### src/include/strap_regs.svh
// constants for the supervisor trap and interrupt control block
// assumes inclusion by the design files and the bench only
`ifndef STRAP_REGS_SVH
`define STRAP_REGS_SVH

// ----------------------------------------------------------------
// register numbers on the csr port
// ----------------------------------------------------------------
`define CSR_STATUS_IDX     8'h00
`define CSR_VECTOR_IDX     8'h01
`define CSR_ENABLES_IDX    8'h02
`define CSR_PENDING_IDX    8'h03
`define CSR_CNTEN_IDX      8'h04

// ----------------------------------------------------------------
// status field positions
// ----------------------------------------------------------------
`define ST_GIE_BIT         1
`define ST_SPIE_BIT        5
`define ST_UEND_BIT        6
`define ST_SPP_BIT         8
`define ST_LPAD_BIT        23
`define ST_TDIS_BIT        24

// ----------------------------------------------------------------
// interrupt bit positions (cause numbers)
// ----------------------------------------------------------------
`define IRQ_SOFT_BIT       1
`define IRQ_TIMER_BIT      5
`define IRQ_EXT_BIT        9
`define IRQ_COVF_BIT       13

// ----------------------------------------------------------------
// codes and reset values
// ----------------------------------------------------------------
`define DOUBLE_TRAP_CODE   64'h0000000000000010
`define VEC_RESET          64'h0000000000000000
`define CNTEN_RESET        32'h00000000

`endif

### src/include/strap_pkg.sv
// types for the supervisor trap and interrupt control block
// assumes the constants header is on the include path
package strap_pkg;

  // ----------------------------------------------------------------
  // privilege, access kind, vector mode
  // ----------------------------------------------------------------
  typedef enum logic [1:0] {
    PRIV_USER = 2'h0,
    PRIV_SUPV = 2'h1,
    PRIV_MACH = 2'h3
  } priv_e;

  typedef enum logic [1:0] {
    ACC_FETCH    = 2'h0,
    ACC_DATA     = 2'h1,
    ACC_IMPLICIT = 2'h2
  } acc_kind_e;

  typedef enum logic [1:0] {
    VEC_DIRECT   = 2'h0,
    VEC_VECTORED = 2'h1
  } vec_mode_e;

endpackage : strap_pkg

### src/design/level_sync.sv
// two-stage synchroniser for a group of levels
// assumes the inputs come from outside the MCLK domain
`timescale 1ns/100ps
module level_sync #(
  parameter int W = 2
) (
  // clock and reset
  input  wire logic         clk,
  input  wire logic         arst_n,
  // levels
  input  wire logic [W-1:0] d_in,
  output logic      [W-1:0] q_out
);

  logic [W-1:0] meta_r;
  logic [W-1:0] meta_nxt;
  logic [W-1:0] sync_r;
  logic [W-1:0] sync_nxt;

  // ----------------------------------------------------------------
  // stage chain
  // ----------------------------------------------------------------
  always_comb begin
    meta_nxt = d_in;
    sync_nxt = meta_r;
  end

  always_ff @(posedge clk or negedge arst_n) begin
    if (!arst_n) begin
      meta_r <= '0;
      sync_r <= '0;
    end else begin
      meta_r <= meta_nxt;
      sync_r <= sync_nxt;
    end
  end

  assign q_out = sync_r;

endmodule : level_sync

### src/design/irq_select.sv
// fixed-priority pick among the standard supervisor interrupts
// assumes qualified pending-and-enabled bits from the same clock
`timescale 1ns/100ps
module irq_select (
  // qualified requests
  input  wire logic [15:0] req,
  // choice
  output logic             hit,
  output logic [5:0]       cause
);

  `include "strap_regs.svh"

  // ----------------------------------------------------------------
  // external, software, timer, counter overflow
  // ----------------------------------------------------------------
  always_comb begin
    hit   = 1'b1;
    cause = 6'h00;
    if (req[`IRQ_EXT_BIT]) begin
      cause = 6'(`IRQ_EXT_BIT);
    end else if (req[`IRQ_SOFT_BIT]) begin
      cause = 6'(`IRQ_SOFT_BIT);
    end else if (req[`IRQ_TIMER_BIT]) begin
      cause = 6'(`IRQ_TIMER_BIT);
    end else if (req[`IRQ_COVF_BIT]) begin
      cause = 6'(`IRQ_COVF_BIT);
    end else begin
      hit = 1'b0;
    end
  end

endmodule : irq_select

### src/design/supervisor_trap_interrupt_ctrl.sv
// supervisor trap, interrupt and counter-gating control for one hart
// assumes pipeline signals on MCLK, controller levels asynchronous
`timescale 1ns/100ps
module supervisor_trap_interrupt_ctrl
  import strap_pkg::*;
#(
  parameter bit HAS_COUNTER_OVF = 1'b1
) (
  // clock and reset
  input  wire logic        MCLK,
  input  wire logic        ARST_N,
  // csr port
  input  wire logic        CSR_WR,
  input  wire logic        CSR_RD,
  input  wire logic [7:0]  CSR_ADDR,
  input  wire logic [63:0] CSR_WDATA,
  output logic      [63:0] CSR_RDATA,
  // hart state
  input  wire logic [1:0]  PRIV,
  input  wire logic        VIRT,
  input  wire logic        SUPV_BIG_ENDIAN,
  // memory access endianness
  input  wire logic        ACC_REQ,
  input  wire logic [1:0]  ACC_KIND,
  output logic             ACC_BIG_ENDIAN,
  // trap request and answer
  input  wire logic        TRAP_REQ,
  input  wire logic        TRAP_TO_SUPV,
  input  wire logic        TRAP_IS_INT,
  input  wire logic [5:0]  TRAP_CODE,
  input  wire logic        SRET,
  output logic             TRAP_TAKE_SUPV,
  output logic             TRAP_TAKE_MACH,
  output logic      [63:0] TRAP_PC,
  output logic      [63:0] MACH_CAUSE,
  output logic      [63:0] SECONDARY_TRAP_VALUE,
  // landing-pad state copies
  input  wire logic        LPAD_MACH_IN,
  input  wire logic        LPAD_VIRT_IN,
  output logic             LPAD_MACH_WE,
  output logic             LPAD_VIRT_WE,
  output logic             LPAD_WDATA,
  // interrupt sources
  input  wire logic        EXT_INT_LEVEL,
  input  wire logic        TIMER_INT_LEVEL,
  input  wire logic        SOFT_INT_SET,
  input  wire logic        COUNTER_OVF_SET,
  output logic             IRQ_TAKE,
  output logic      [5:0]  IRQ_CAUSE,
  // counter read gating
  input  wire logic        CNT_RD,
  input  wire logic [4:0]  CNT_INDEX,
  input  wire logic [31:0] MACH_CNT_EN,
  output logic             CNT_ILLEGAL
);

  `include "strap_regs.svh"

  // ----------------------------------------------------------------
  // state
  // ----------------------------------------------------------------
  logic        gie_r, gie_nxt;
  logic        spie_r, spie_nxt;
  logic        spp_r, spp_nxt;
  logic        user_big_endian_r, user_big_endian_nxt;
  logic        supervisor_trap_disable_r, supervisor_trap_disable_nxt;
  logic [63:2] vec_base_r, vec_base_nxt;
  logic [1:0]  vec_mode_r, vec_mode_nxt;
  logic        software_int_pending_r, software_int_pending_nxt;
  logic        counter_overflow_int_pending_r;
  logic        counter_overflow_int_pending_nxt;
  logic [15:0] enables_r, enables_nxt;
  logic [31:0] cnt_en_r, cnt_en_nxt;

  // registered outputs
  logic [63:0] rdata_r, rdata_nxt;
  logic        acc_be_r, acc_be_nxt;
  logic        take_s_r, take_s_nxt;
  logic        take_m_r, take_m_nxt;
  logic [63:0] tpc_r, tpc_nxt;
  logic [63:0] mcause_r, mcause_nxt;
  logic [63:0] tval2_r, tval2_nxt;
  logic        lp_m_we_r, lp_m_we_nxt;
  logic        lp_v_we_r, lp_v_we_nxt;
  logic        lp_wd_r, lp_wd_nxt;
  logic        irq_r, irq_nxt;
  logic [5:0]  irq_cause_r, irq_cause_nxt;
  logic        cnt_ill_r, cnt_ill_nxt;

  // ----------------------------------------------------------------
  // interrupt sources and selection
  // ----------------------------------------------------------------
  logic [1:0]  ctl_sync;
  logic        external_int_pending;
  logic        timer_int_pending;
  logic [15:0] pending;
  logic [15:0] en_mask;
  logic [15:0] pend_wmask;
  logic        sel_hit;
  logic [5:0]  sel_cause;
  logic        int_allowed;

  level_sync #(
    .W (2)
  ) u_ctl_sync (
    .clk    (MCLK),
    .arst_n (ARST_N),
    .d_in   ({EXT_INT_LEVEL, TIMER_INT_LEVEL}),
    .q_out  (ctl_sync)
  );

  assign external_int_pending = ctl_sync[1];
  assign timer_int_pending    = ctl_sync[0];

  always_comb begin
    pending = 16'h0000;
    pending[`IRQ_SOFT_BIT]  = software_int_pending_r;
    pending[`IRQ_TIMER_BIT] = timer_int_pending;
    pending[`IRQ_EXT_BIT]   = external_int_pending;
    pending[`IRQ_COVF_BIT]  = counter_overflow_int_pending_r;
    en_mask = 16'h0000;
    en_mask[`IRQ_SOFT_BIT]  = 1'b1;
    en_mask[`IRQ_TIMER_BIT] = 1'b1;
    en_mask[`IRQ_EXT_BIT]   = 1'b1;
    en_mask[`IRQ_COVF_BIT]  = HAS_COUNTER_OVF;
    pend_wmask = 16'h0000;
    pend_wmask[`IRQ_SOFT_BIT] = 1'b1;
    pend_wmask[`IRQ_COVF_BIT] = HAS_COUNTER_OVF;
  end

  // privilege gate for supervisor interrupts
  assign int_allowed = (PRIV == PRIV_USER) ||
                       ((PRIV == PRIV_SUPV) && gie_r);

  irq_select u_irq_select (
    .req   (pending & enables_r),
    .hit   (sel_hit),
    .cause (sel_cause)
  );

  // ----------------------------------------------------------------
  // control and register state
  // ----------------------------------------------------------------
  logic wr_status, wr_vector, wr_enables, wr_pending, wr_cnten;
  logic trap_s_ok, trap_s_dbl;

  always_comb begin
    wr_status  = CSR_WR && (CSR_ADDR == `CSR_STATUS_IDX);
    wr_vector  = CSR_WR && (CSR_ADDR == `CSR_VECTOR_IDX);
    wr_enables = CSR_WR && (CSR_ADDR == `CSR_ENABLES_IDX);
    wr_pending = CSR_WR && (CSR_ADDR == `CSR_PENDING_IDX);
    wr_cnten   = CSR_WR && (CSR_ADDR == `CSR_CNTEN_IDX);
    trap_s_ok  = TRAP_REQ && TRAP_TO_SUPV && !supervisor_trap_disable_r;
    trap_s_dbl = TRAP_REQ && TRAP_TO_SUPV && supervisor_trap_disable_r;
  end

  always_comb begin
    gie_nxt                     = gie_r;
    spie_nxt                    = spie_r;
    spp_nxt                     = spp_r;
    user_big_endian_nxt         = user_big_endian_r;
    supervisor_trap_disable_nxt = supervisor_trap_disable_r;
    vec_base_nxt                = vec_base_r;
    vec_mode_nxt                = vec_mode_r;
    enables_nxt                 = enables_r;
    cnt_en_nxt                  = cnt_en_r;
    software_int_pending_nxt    = software_int_pending_r;
    counter_overflow_int_pending_nxt = counter_overflow_int_pending_r;
    if (trap_s_ok) begin
      supervisor_trap_disable_nxt = 1'b1;
      spie_nxt = gie_r;
      gie_nxt  = 1'b0;
      spp_nxt  = (PRIV != PRIV_USER);
    end else if (SRET) begin
      supervisor_trap_disable_nxt = 1'b0;
      gie_nxt  = spie_r;
      spie_nxt = 1'b1;
      spp_nxt  = 1'b0;
    end else if (wr_status) begin
      supervisor_trap_disable_nxt = CSR_WDATA[`ST_TDIS_BIT];
      // new trap-disable value gates the enable
      gie_nxt  = CSR_WDATA[`ST_GIE_BIT] & ~CSR_WDATA[`ST_TDIS_BIT];
      spie_nxt = CSR_WDATA[`ST_SPIE_BIT];
      spp_nxt  = CSR_WDATA[`ST_SPP_BIT];
      user_big_endian_nxt = CSR_WDATA[`ST_UEND_BIT];
    end
    if (wr_vector) begin
      vec_base_nxt = CSR_WDATA[63:2];
      if (CSR_WDATA[1:0] == VEC_DIRECT ||
          CSR_WDATA[1:0] == VEC_VECTORED) begin
        vec_mode_nxt = CSR_WDATA[1:0];
      end
    end
    if (wr_enables) begin
      enables_nxt = CSR_WDATA[15:0] & en_mask;
    end
    if (wr_cnten) begin
      cnt_en_nxt = CSR_WDATA[31:0];
    end
    if (wr_pending) begin
      software_int_pending_nxt =
        CSR_WDATA[`IRQ_SOFT_BIT] & pend_wmask[`IRQ_SOFT_BIT];
      counter_overflow_int_pending_nxt =
        CSR_WDATA[`IRQ_COVF_BIT] & pend_wmask[`IRQ_COVF_BIT];
    end
    // hardware set wins over a clearing write
    if (SOFT_INT_SET) begin
      software_int_pending_nxt = 1'b1;
    end
    if (COUNTER_OVF_SET && HAS_COUNTER_OVF) begin
      counter_overflow_int_pending_nxt = 1'b1;
    end
  end

  always_ff @(posedge MCLK or negedge ARST_N) begin
    if (!ARST_N) begin
      gie_r                          <= 1'b0;
      spie_r                         <= 1'b0;
      spp_r                          <= 1'b0;
      user_big_endian_r              <= 1'b0;
      supervisor_trap_disable_r      <= 1'b0;
      vec_base_r                     <= 62'(`VEC_RESET >> 2);
      vec_mode_r                     <= VEC_DIRECT;
      enables_r                      <= 16'h0000;
      cnt_en_r                       <= `CNTEN_RESET;
      software_int_pending_r         <= 1'b0;
      counter_overflow_int_pending_r <= 1'b0;
    end else begin
      gie_r                          <= gie_nxt;
      spie_r                         <= spie_nxt;
      spp_r                          <= spp_nxt;
      user_big_endian_r              <= user_big_endian_nxt;
      supervisor_trap_disable_r      <= supervisor_trap_disable_nxt;
      vec_base_r                     <= vec_base_nxt;
      vec_mode_r                     <= vec_mode_nxt;
      enables_r                      <= enables_nxt;
      cnt_en_r                       <= cnt_en_nxt;
      software_int_pending_r         <= software_int_pending_nxt;
      counter_overflow_int_pending_r <= counter_overflow_int_pending_nxt;
    end
  end

  // ----------------------------------------------------------------
  // answers to the pipeline
  // ----------------------------------------------------------------
  logic        lpad_now;
  logic [63:0] base_addr;

  always_comb begin
    lpad_now  = VIRT ? LPAD_VIRT_IN : LPAD_MACH_IN;
    base_addr = {vec_base_r, 2'b00};
    // csr read data, address decode
    rdata_nxt = rdata_r;
    if (CSR_RD) begin
      rdata_nxt = 64'h0000000000000000;
      if (CSR_ADDR == `CSR_STATUS_IDX) begin
        rdata_nxt[`ST_GIE_BIT]  = gie_r;
        rdata_nxt[`ST_SPIE_BIT] = spie_r;
        rdata_nxt[`ST_UEND_BIT] = user_big_endian_r;
        rdata_nxt[`ST_SPP_BIT]  = spp_r;
        rdata_nxt[`ST_LPAD_BIT] = lpad_now;
        rdata_nxt[`ST_TDIS_BIT] = supervisor_trap_disable_r;
      end else if (CSR_ADDR == `CSR_VECTOR_IDX) begin
        rdata_nxt = {vec_base_r, vec_mode_r};
      end else if (CSR_ADDR == `CSR_ENABLES_IDX) begin
        rdata_nxt[15:0] = enables_r;
      end else if (CSR_ADDR == `CSR_PENDING_IDX) begin
        rdata_nxt[15:0] = pending;
      end else if (CSR_ADDR == `CSR_CNTEN_IDX) begin
        rdata_nxt[31:0] = cnt_en_r;
      end
    end
    // landing-pad write routing
    lp_m_we_nxt = wr_status && !VIRT;
    lp_v_we_nxt = wr_status && VIRT;
    lp_wd_nxt   = wr_status ? CSR_WDATA[`ST_LPAD_BIT] : lp_wd_r;
    // endianness of the current access
    acc_be_nxt = acc_be_r;
    if (ACC_REQ) begin
      if (ACC_KIND == ACC_FETCH) begin
        acc_be_nxt = 1'b0;
      end else if (ACC_KIND == ACC_DATA && PRIV == PRIV_USER) begin
        acc_be_nxt = user_big_endian_r;
      end else begin
        acc_be_nxt = SUPV_BIG_ENDIAN;
      end
    end
    // trap delivery
    take_s_nxt = trap_s_ok;
    take_m_nxt = trap_s_dbl;
    tpc_nxt    = tpc_r;
    mcause_nxt = mcause_r;
    tval2_nxt  = tval2_r;
    if (trap_s_ok) begin
      if (vec_mode_r == VEC_VECTORED && TRAP_IS_INT) begin
        tpc_nxt = base_addr + {56'h0, TRAP_CODE, 2'b00};
      end else begin
        tpc_nxt = base_addr;
      end
    end
    if (trap_s_dbl) begin
      mcause_nxt = `DOUBLE_TRAP_CODE;
      tval2_nxt  = {TRAP_IS_INT, 57'h0, TRAP_CODE};
    end
    // interrupt evaluation, every cycle
    irq_nxt       = sel_hit && int_allowed;
    irq_cause_nxt = sel_cause;
    // user counter gate
    cnt_ill_nxt = CNT_RD && (PRIV == PRIV_USER) &&
                  !(cnt_en_r[CNT_INDEX] && MACH_CNT_EN[CNT_INDEX]);
  end

  always_ff @(posedge MCLK or negedge ARST_N) begin
    if (!ARST_N) begin
      rdata_r     <= 64'h0000000000000000;
      acc_be_r    <= 1'b0;
      take_s_r    <= 1'b0;
      take_m_r    <= 1'b0;
      tpc_r       <= 64'h0000000000000000;
      mcause_r    <= 64'h0000000000000000;
      tval2_r     <= 64'h0000000000000000;
      lp_m_we_r   <= 1'b0;
      lp_v_we_r   <= 1'b0;
      lp_wd_r     <= 1'b0;
      irq_r       <= 1'b0;
      irq_cause_r <= 6'h00;
      cnt_ill_r   <= 1'b0;
    end else begin
      rdata_r     <= rdata_nxt;
      acc_be_r    <= acc_be_nxt;
      take_s_r    <= take_s_nxt;
      take_m_r    <= take_m_nxt;
      tpc_r       <= tpc_nxt;
      mcause_r    <= mcause_nxt;
      tval2_r     <= tval2_nxt;
      lp_m_we_r   <= lp_m_we_nxt;
      lp_v_we_r   <= lp_v_we_nxt;
      lp_wd_r     <= lp_wd_nxt;
      irq_r       <= irq_nxt;
      irq_cause_r <= irq_cause_nxt;
      cnt_ill_r   <= cnt_ill_nxt;
    end
  end

  // ----------------------------------------------------------------
  // outputs
  // ----------------------------------------------------------------
  assign CSR_RDATA            = rdata_r;
  assign ACC_BIG_ENDIAN       = acc_be_r;
  assign TRAP_TAKE_SUPV       = take_s_r;
  assign TRAP_TAKE_MACH       = take_m_r;
  assign TRAP_PC              = tpc_r;
  assign MACH_CAUSE           = mcause_r;
  assign SECONDARY_TRAP_VALUE = tval2_r;
  assign LPAD_MACH_WE         = lp_m_we_r;
  assign LPAD_VIRT_WE         = lp_v_we_r;
  assign LPAD_WDATA           = lp_wd_r;
  assign IRQ_TAKE             = irq_r;
  assign IRQ_CAUSE            = irq_cause_r;
  assign CNT_ILLEGAL          = cnt_ill_r;

endmodule : supervisor_trap_interrupt_ctrl

### config.mk
export PLATFORM = sky130hd
export DESIGN_NAME = supervisor_trap_interrupt_ctrl
export DESIGN_NICKNAME = d
export VERILOG_FILES = /design/src/include/strap_pkg.sv /design/src/design/level_sync.sv /design/src/design/irq_select.sv /design/src/design/supervisor_trap_interrupt_ctrl.sv
export VERILOG_INCLUDE_DIRS = /design/src /design/src/include
export SDC_FILE = /design/constraint.sdc
export NUM_CORES = 1
export LEC_CHECK = 0
export BUFFER_PORTS_ARGS = -buffer_cell sky130_fd_sc_hd__buf_2
export CELL_PAD_IN_SITES_DETAIL_PLACEMENT = 2
export CELL_PAD_IN_SITES_GLOBAL_PLACEMENT = 2
export CORE_MARGIN = 2
export CORE_UTILIZATION = 31
export DETAILED_ROUTE_END_ITERATION = 8
export PLACE_DENSITY = 0.91
export SLEW_MARGIN = 20
export SYNTH_ARGS = -nofsm -noshare
export SYNTH_HDL_FRONTEND = slang
export SYNTH_HIERARCHICAL = 1
export SYNTH_SLANG_ARGS = --single-unit
### constraint.sdc
create_clock -name MCLK -period 2.83 [get_ports MCLK]
set_clock_uncertainty 0.1 [all_clocks]
set_input_delay 0.1415 -clock MCLK [delete_from_list [all_inputs] [get_ports MCLK]]
set_output_delay 0.1415 -clock MCLK [all_outputs]
set_load 0.005 [all_outputs]
======== Word-level counts from Yosys, hierarchy flattened ========
Index checks and enable logic that the tools add are counted.
word-level totals
  register bits ........................... 261
  bits of input ports ..................... 137
  output and inout port bits .............. 270
  word-level logic and storage cells ...... 121
cells by class
  $add $sub $neg .......................... 1
  magnitude comparators ................... 1
  equality and inequality tests ........... 8
  muxes and demuxes ....................... 48
  bitwise gates (word level) .............. 5
  reduce and logical (&&, ||, !) cells .... 32
operators by type and width
  kind                                                 number
  two-way mux 32 bit                                   3
  adder 64 x 8 -> 64 bit                               1
  two-way mux 16 bit                                   4
  two-way mux 64 bit                                   1
  two-way mux 39 bit                                   1
  two-way mux 1 bit                                    29
  two-way mux 6 bit                                    3
  logical AND 1 bit                                    17
  == test 8 x 2 -> 1 bit (second input constant)       2
  bitwise AND 14 bit                                   1
  two-way mux 14 bit                                   1
  binary-select mux 1 bit (select 5 bit)               2
  == test 2 x 1 -> 1 bit (second input constant)       4
  == test 8 x 1 -> 1 bit (second input constant)       1
  == test 8 x 3 -> 1 bit (second input constant)       1
  zero test 8 bit                                      1
  zero test 2 bit                                      3
  < comparator 5 x 6 -> 1 bit (second input constant)  1
  nonzero test 2 bit                                   3
  two-way mux 2 bit                                    2
  two-way mux 4 bit                                    1
  zero test 1 bit                                      3
  two-way mux 3 bit                                    1
  NOT 1 bit                                            3
  other kinds (5)                                      6

======== Logic depth before layout (Yosys ltp) ========
  depth after elaboration ................. 6
  mapped depth ............................ 9
  gate-level depth less buffers ........... 8

======== Hierarchy ========
The synthesis kept the hierarchy.
by module, submodules not included
  module                          times used  cells an instance  area each (sq um)  sequential area each (sq um)
  supervisor_trap_interrupt_ctrl  1           1239               12604.6            6381.1
  level_sync                      1           4                  100.1              100.1
  irq_select                      1           11                 63.8               0.0

======== Worst setup path before layout ========
OpenSTA, ideal clock, no wires.
  path type ............................... register to register
  start ................................... register vec_base_r[16] (netlist name)
  end ..................................... register tpc_r[56], in the netlist TRAP_PC[56]
  setup time .............................. 129 ps
  arrival time ............................ 2215 ps
  data required time ...................... 2601 ps
  slack ................................... 386 ps
  stages on the path, launching flop included .. 9
  path buffers ............................ 2
  period minus slack after synthesis ...... 2444 ps
  cell sequence ........................... dfrtp_1 -> nand4_2 -> or3_1 -> buf_6 -> or4b_4 -> buf_6 -> nor4_4 -> xnor2_1 -> o21ai_1
on the way
  longest elaborated chain between the ends .. 2
RTL lines
  what                      line                                   text
  start: declaration        supervisor_trap_interrupt_ctrl.sv:67   logic [63:2] vec_base_r, vec_base_nxt;
  start signal: assignment  supervisor_trap_interrupt_ctrl.sv:222  vec_base_r <= 62'(`VEC_RESET >> 2);
  start signal: assignment  supervisor_trap_interrupt_ctrl.sv:234  vec_base_r <= vec_base_nxt;
  adder 64 x 8 -> 64 bit    supervisor_trap_interrupt_ctrl.sv:296  tpc_nxt = base_addr + {56'h0, TRAP_CODE, 2'b00};
  two-way mux 64 bit        supervisor_trap_interrupt_ctrl.sv:295  if (vec_mode_r == VEC_VECTORED && TRAP_IS_INT) begin
  end signal: assignment    supervisor_trap_interrupt_ctrl.sv:333  tpc_r <= tpc_nxt;
  end: declaration          supervisor_trap_interrupt_ctrl.sv:80   logic [63:0] tpc_r, tpc_nxt;
Every way passes these cells.
A chain may end at the register's enable or synchronous reset.

======== Worst setup path in the final report ========
  start ................................... register vec_base_r[7] (netlist name)
  end ..................................... register tpc_r[44], in the netlist TRAP_PC[44]
Same word-level chain as after synthesis.

==> results.cfg <==
[logic_synthesis]
async_reset_ff_frac = 1.00
synth-simple-area-share = 0.134
ys_warn_count = 6
syn_area_mm2 = 0.0128
avgSynthCellArea_um2 = 10.2
synth_compound_area_frac = 0.0974
synth_fa_ha_area_frac = 0.00745
ys_seq_area_frac = 0.508
synth_cell_type_count = 56
synth-main-ff-cell = dfrtp_1
synth_mux_area_frac = 0.103
synth_top_family_by_area = simple AND/OR/NAND/NOR gates
ys_ff_latch = 259
yosys.area.top_type_share = 0.508
synthCells = 1254
synth_edf_count = 0
synthXorXnorAreaFrac = 0.0398
yosysTopAreaCell = dfrtp_1
yosys-top-cells-area = dfrtp_1 (51%), mux2_2 (9.9%), buf_4 (7.4%), o21ai_0 (4.2%), xnor2_1 (3.8%)

[sta]
rsz0062_at_grt = yes
worst_slack_ns = -0.00991
post-route-period-util = 1.00
slew_headroom = 0.539
finalWorstPathRequiredPeriod_ns = 2.84
setup_violations = 2
finalHoldViolCount = 0
fin_tns_setup_ns = -0.0193
worst_pin_slew_ns = 0.691
final_max_slew_viol_count = 0
fin_hold_ws_ns = 0.0608
fmax_ghz = 0.352

[hold_path]
whs_path_depth = 2
hp-class = input port to flop

[critical_path]
worstPathRequired_ns = 3.10
crit_type = flop to flop
path_max_fanout = 7
rr_worst_depth = 9
regToRegSetupSlack_ns = -0.01
worstSetupStartpointType = flop
worst_setup_path_end_kind = flop
cp_data_arrival_time_ns = 3.11

[final_layout]
final_common_cell = buf_2
multi_input_area_mm2 = 0.00549
mostFrequentLayoutCells = buf_2 (282), dfrtp_1 (257), conb_1 (125)
fin_util = 0.415
fill_cells = 4297
finalNonFillerCells = 2208
regArea_mm2 = 0.00648
fin_nets = 1793
design_area_mm2 = 0.0169
drive_above_1_share = 0.321
area_growth_pct = 32.5

[clock_network]
htreeDepth = 2
cts_buffer_depth = 3
clockRootBuffer = clkbuf_16
cts_tree = built
cts_buffers = 34
cts_sinks = 259
clk_pin_slew_worst_paths_ns = 0.06
clk_latency_ns = 0.54

[placement]
placed_area_mm2 = 0.0146
portBuffers = 284
dp.cells = 2049
hpwlAfterDp_um = 34700
gp_congestion = 0.817

[routing]
antenna_left = 0
drtIter0Drc = 459
vias = 11202
wl_per_cell_um = 25.1
routed_wl_um = 55400
vias_per_cell = 5.07
drc = 0
drt_first_pass_iters = 5

[run_status]
violations = negative setup slack
status = finished, violations left

[global_routing]
grt_use_total = 0.256
grt_max_degree = 123
grt_pass1_vias = 12807
grt_pass1_wl_um = 81400
antenna_found_initial = 2
grt_overflow = 0

[die]
fp.coreArea_mm2 = 0.0407
fp.dieW_um = 207
die_height_um = 207
rows = 74
ioPinCount = 407
dieArea_mm2 = 0.0428
start_util = 0.313

[job]
maxCapViolations = 0

[power_and_ir_drop]
p_leak_nw = 8.08
power_density_mw_per_mm2 = 591
ir_drop_v = 0.000335
[metal layers]
metal  global-route usage  wire [µm]  vias up
met5                    0         13        -
met4                0.112       2030        2
met3               0.0502       3200      122
met2                0.455      28600      469
met1                0.297      21600     5770
li1                     -          -     4839
[power by group]
part / switching, W / internal (W) / leakage, nW
sequential: 0.000213 / 0.00392 / 3.48
clock: 0.00180 / 0.00296 / 0.601
combinational: 0.000625 / 0.000474 / 4.01
total: 0.00264 / 0.00736 / 8.08
[metrics by stage]
stage	total power [W]	worst slack, ns
floorplan	0.00462	0.386
CTS	0.00999	0.0187
finish	0.00999	-0.00991
detailed placement	0.00510	-0.0380
global route	0.0104	-0.0915
global placement	0.00502	0.121
[state kept, by name, indices dropped and copies added, names as in the netlist, 2 cells and up]
name,count
vec_base_r,62
vec_mode_r,2
u_ctl_sync/q_out,2
u_ctl_sync/meta_r,2
TRAP_PC,62
CSR_RDATA,64
IRQ_CAUSE,6
cnt_en_r,32
enables_r,4
SECONDARY_TRAP_VALUE,7
[cell type report]
type,instances,share of cell area
Sequential cell,259,0.383
Antenna cell,1,0.000148
Clock buffer,52,0.0652
Tap cell,532,0.0394
Inverter,51,0.0113
Multi-Input combinational cell,875,0.324
Clock inverter,10,0.00799
Timing Repair Buffer,428,0.168
[critical path, stage by stage, from the launching register on]
cell	delay, ns
dfrtp_2	0.45
ha_4	0.32
and3_4	0.21
a221oi_2	0.06
buf_4	0.17
or4b_4	0.64
buf_8	0.19
nor3_2	0.21
xnor2_1	0.16
o21ai_0	0.15
[synth_stat cells, drive strengths merged, types with 6 or more instances]
library cell / n
nor2: 70
clkbuf: 50
inv: 51
o211ai: 6
ha: 6
and3: 12
buf: 142
mux2: 112
o21ai: 111
xnor2: 55
dfrtp: 259
a21oi: 49
nor3: 28
nand3: 65
nand4: 7
nand2b: 6
nand2: 115
nor4: 16
a22oi: 27
[final timing paths]
path,endpoint,start
setup reg to reg,TRAP_PC[44]$_DFFE_PN0P_,vec_base_r[7]$_DFFE_PN0P_
hold / removal,CSR_RDATA[63]$_DFFE_PN0P_,CSR_RD
setup / recovery,TRAP_PC[44]$_DFFE_PN0P_,vec_base_r[7]$_DFFE_PN0P_
hold reg to reg,u_ctl_sync/q_out[0]$_DFF_PN0_,u_ctl_sync/meta_r[0]$_DFF_PN0_
min in group asynchronous,CSR_RDATA[45]$_DFFE_PN0P_,ARST_N
max in group asynchronous,TRAP_PC[31]$_DFFE_PN0P_,ARST_N
[kinds of logic after synthesis]
logic type,count (synthesis)
compound gates,217
xor+xnor,58
fa+ha+maj,7
buf+inv,243
flops,259
mux,116
other cells,2
simple gates,352
[what timing repair did]
action,CTS,global route
gates resized for setup,5,22
hold endpoints to repair,193,0
pin swaps,1,4
setup buffers,2,2
setup endpoints to repair,4,20
hold buffers,92,0
Note: power is estimated with default switching activity, not from simulation.
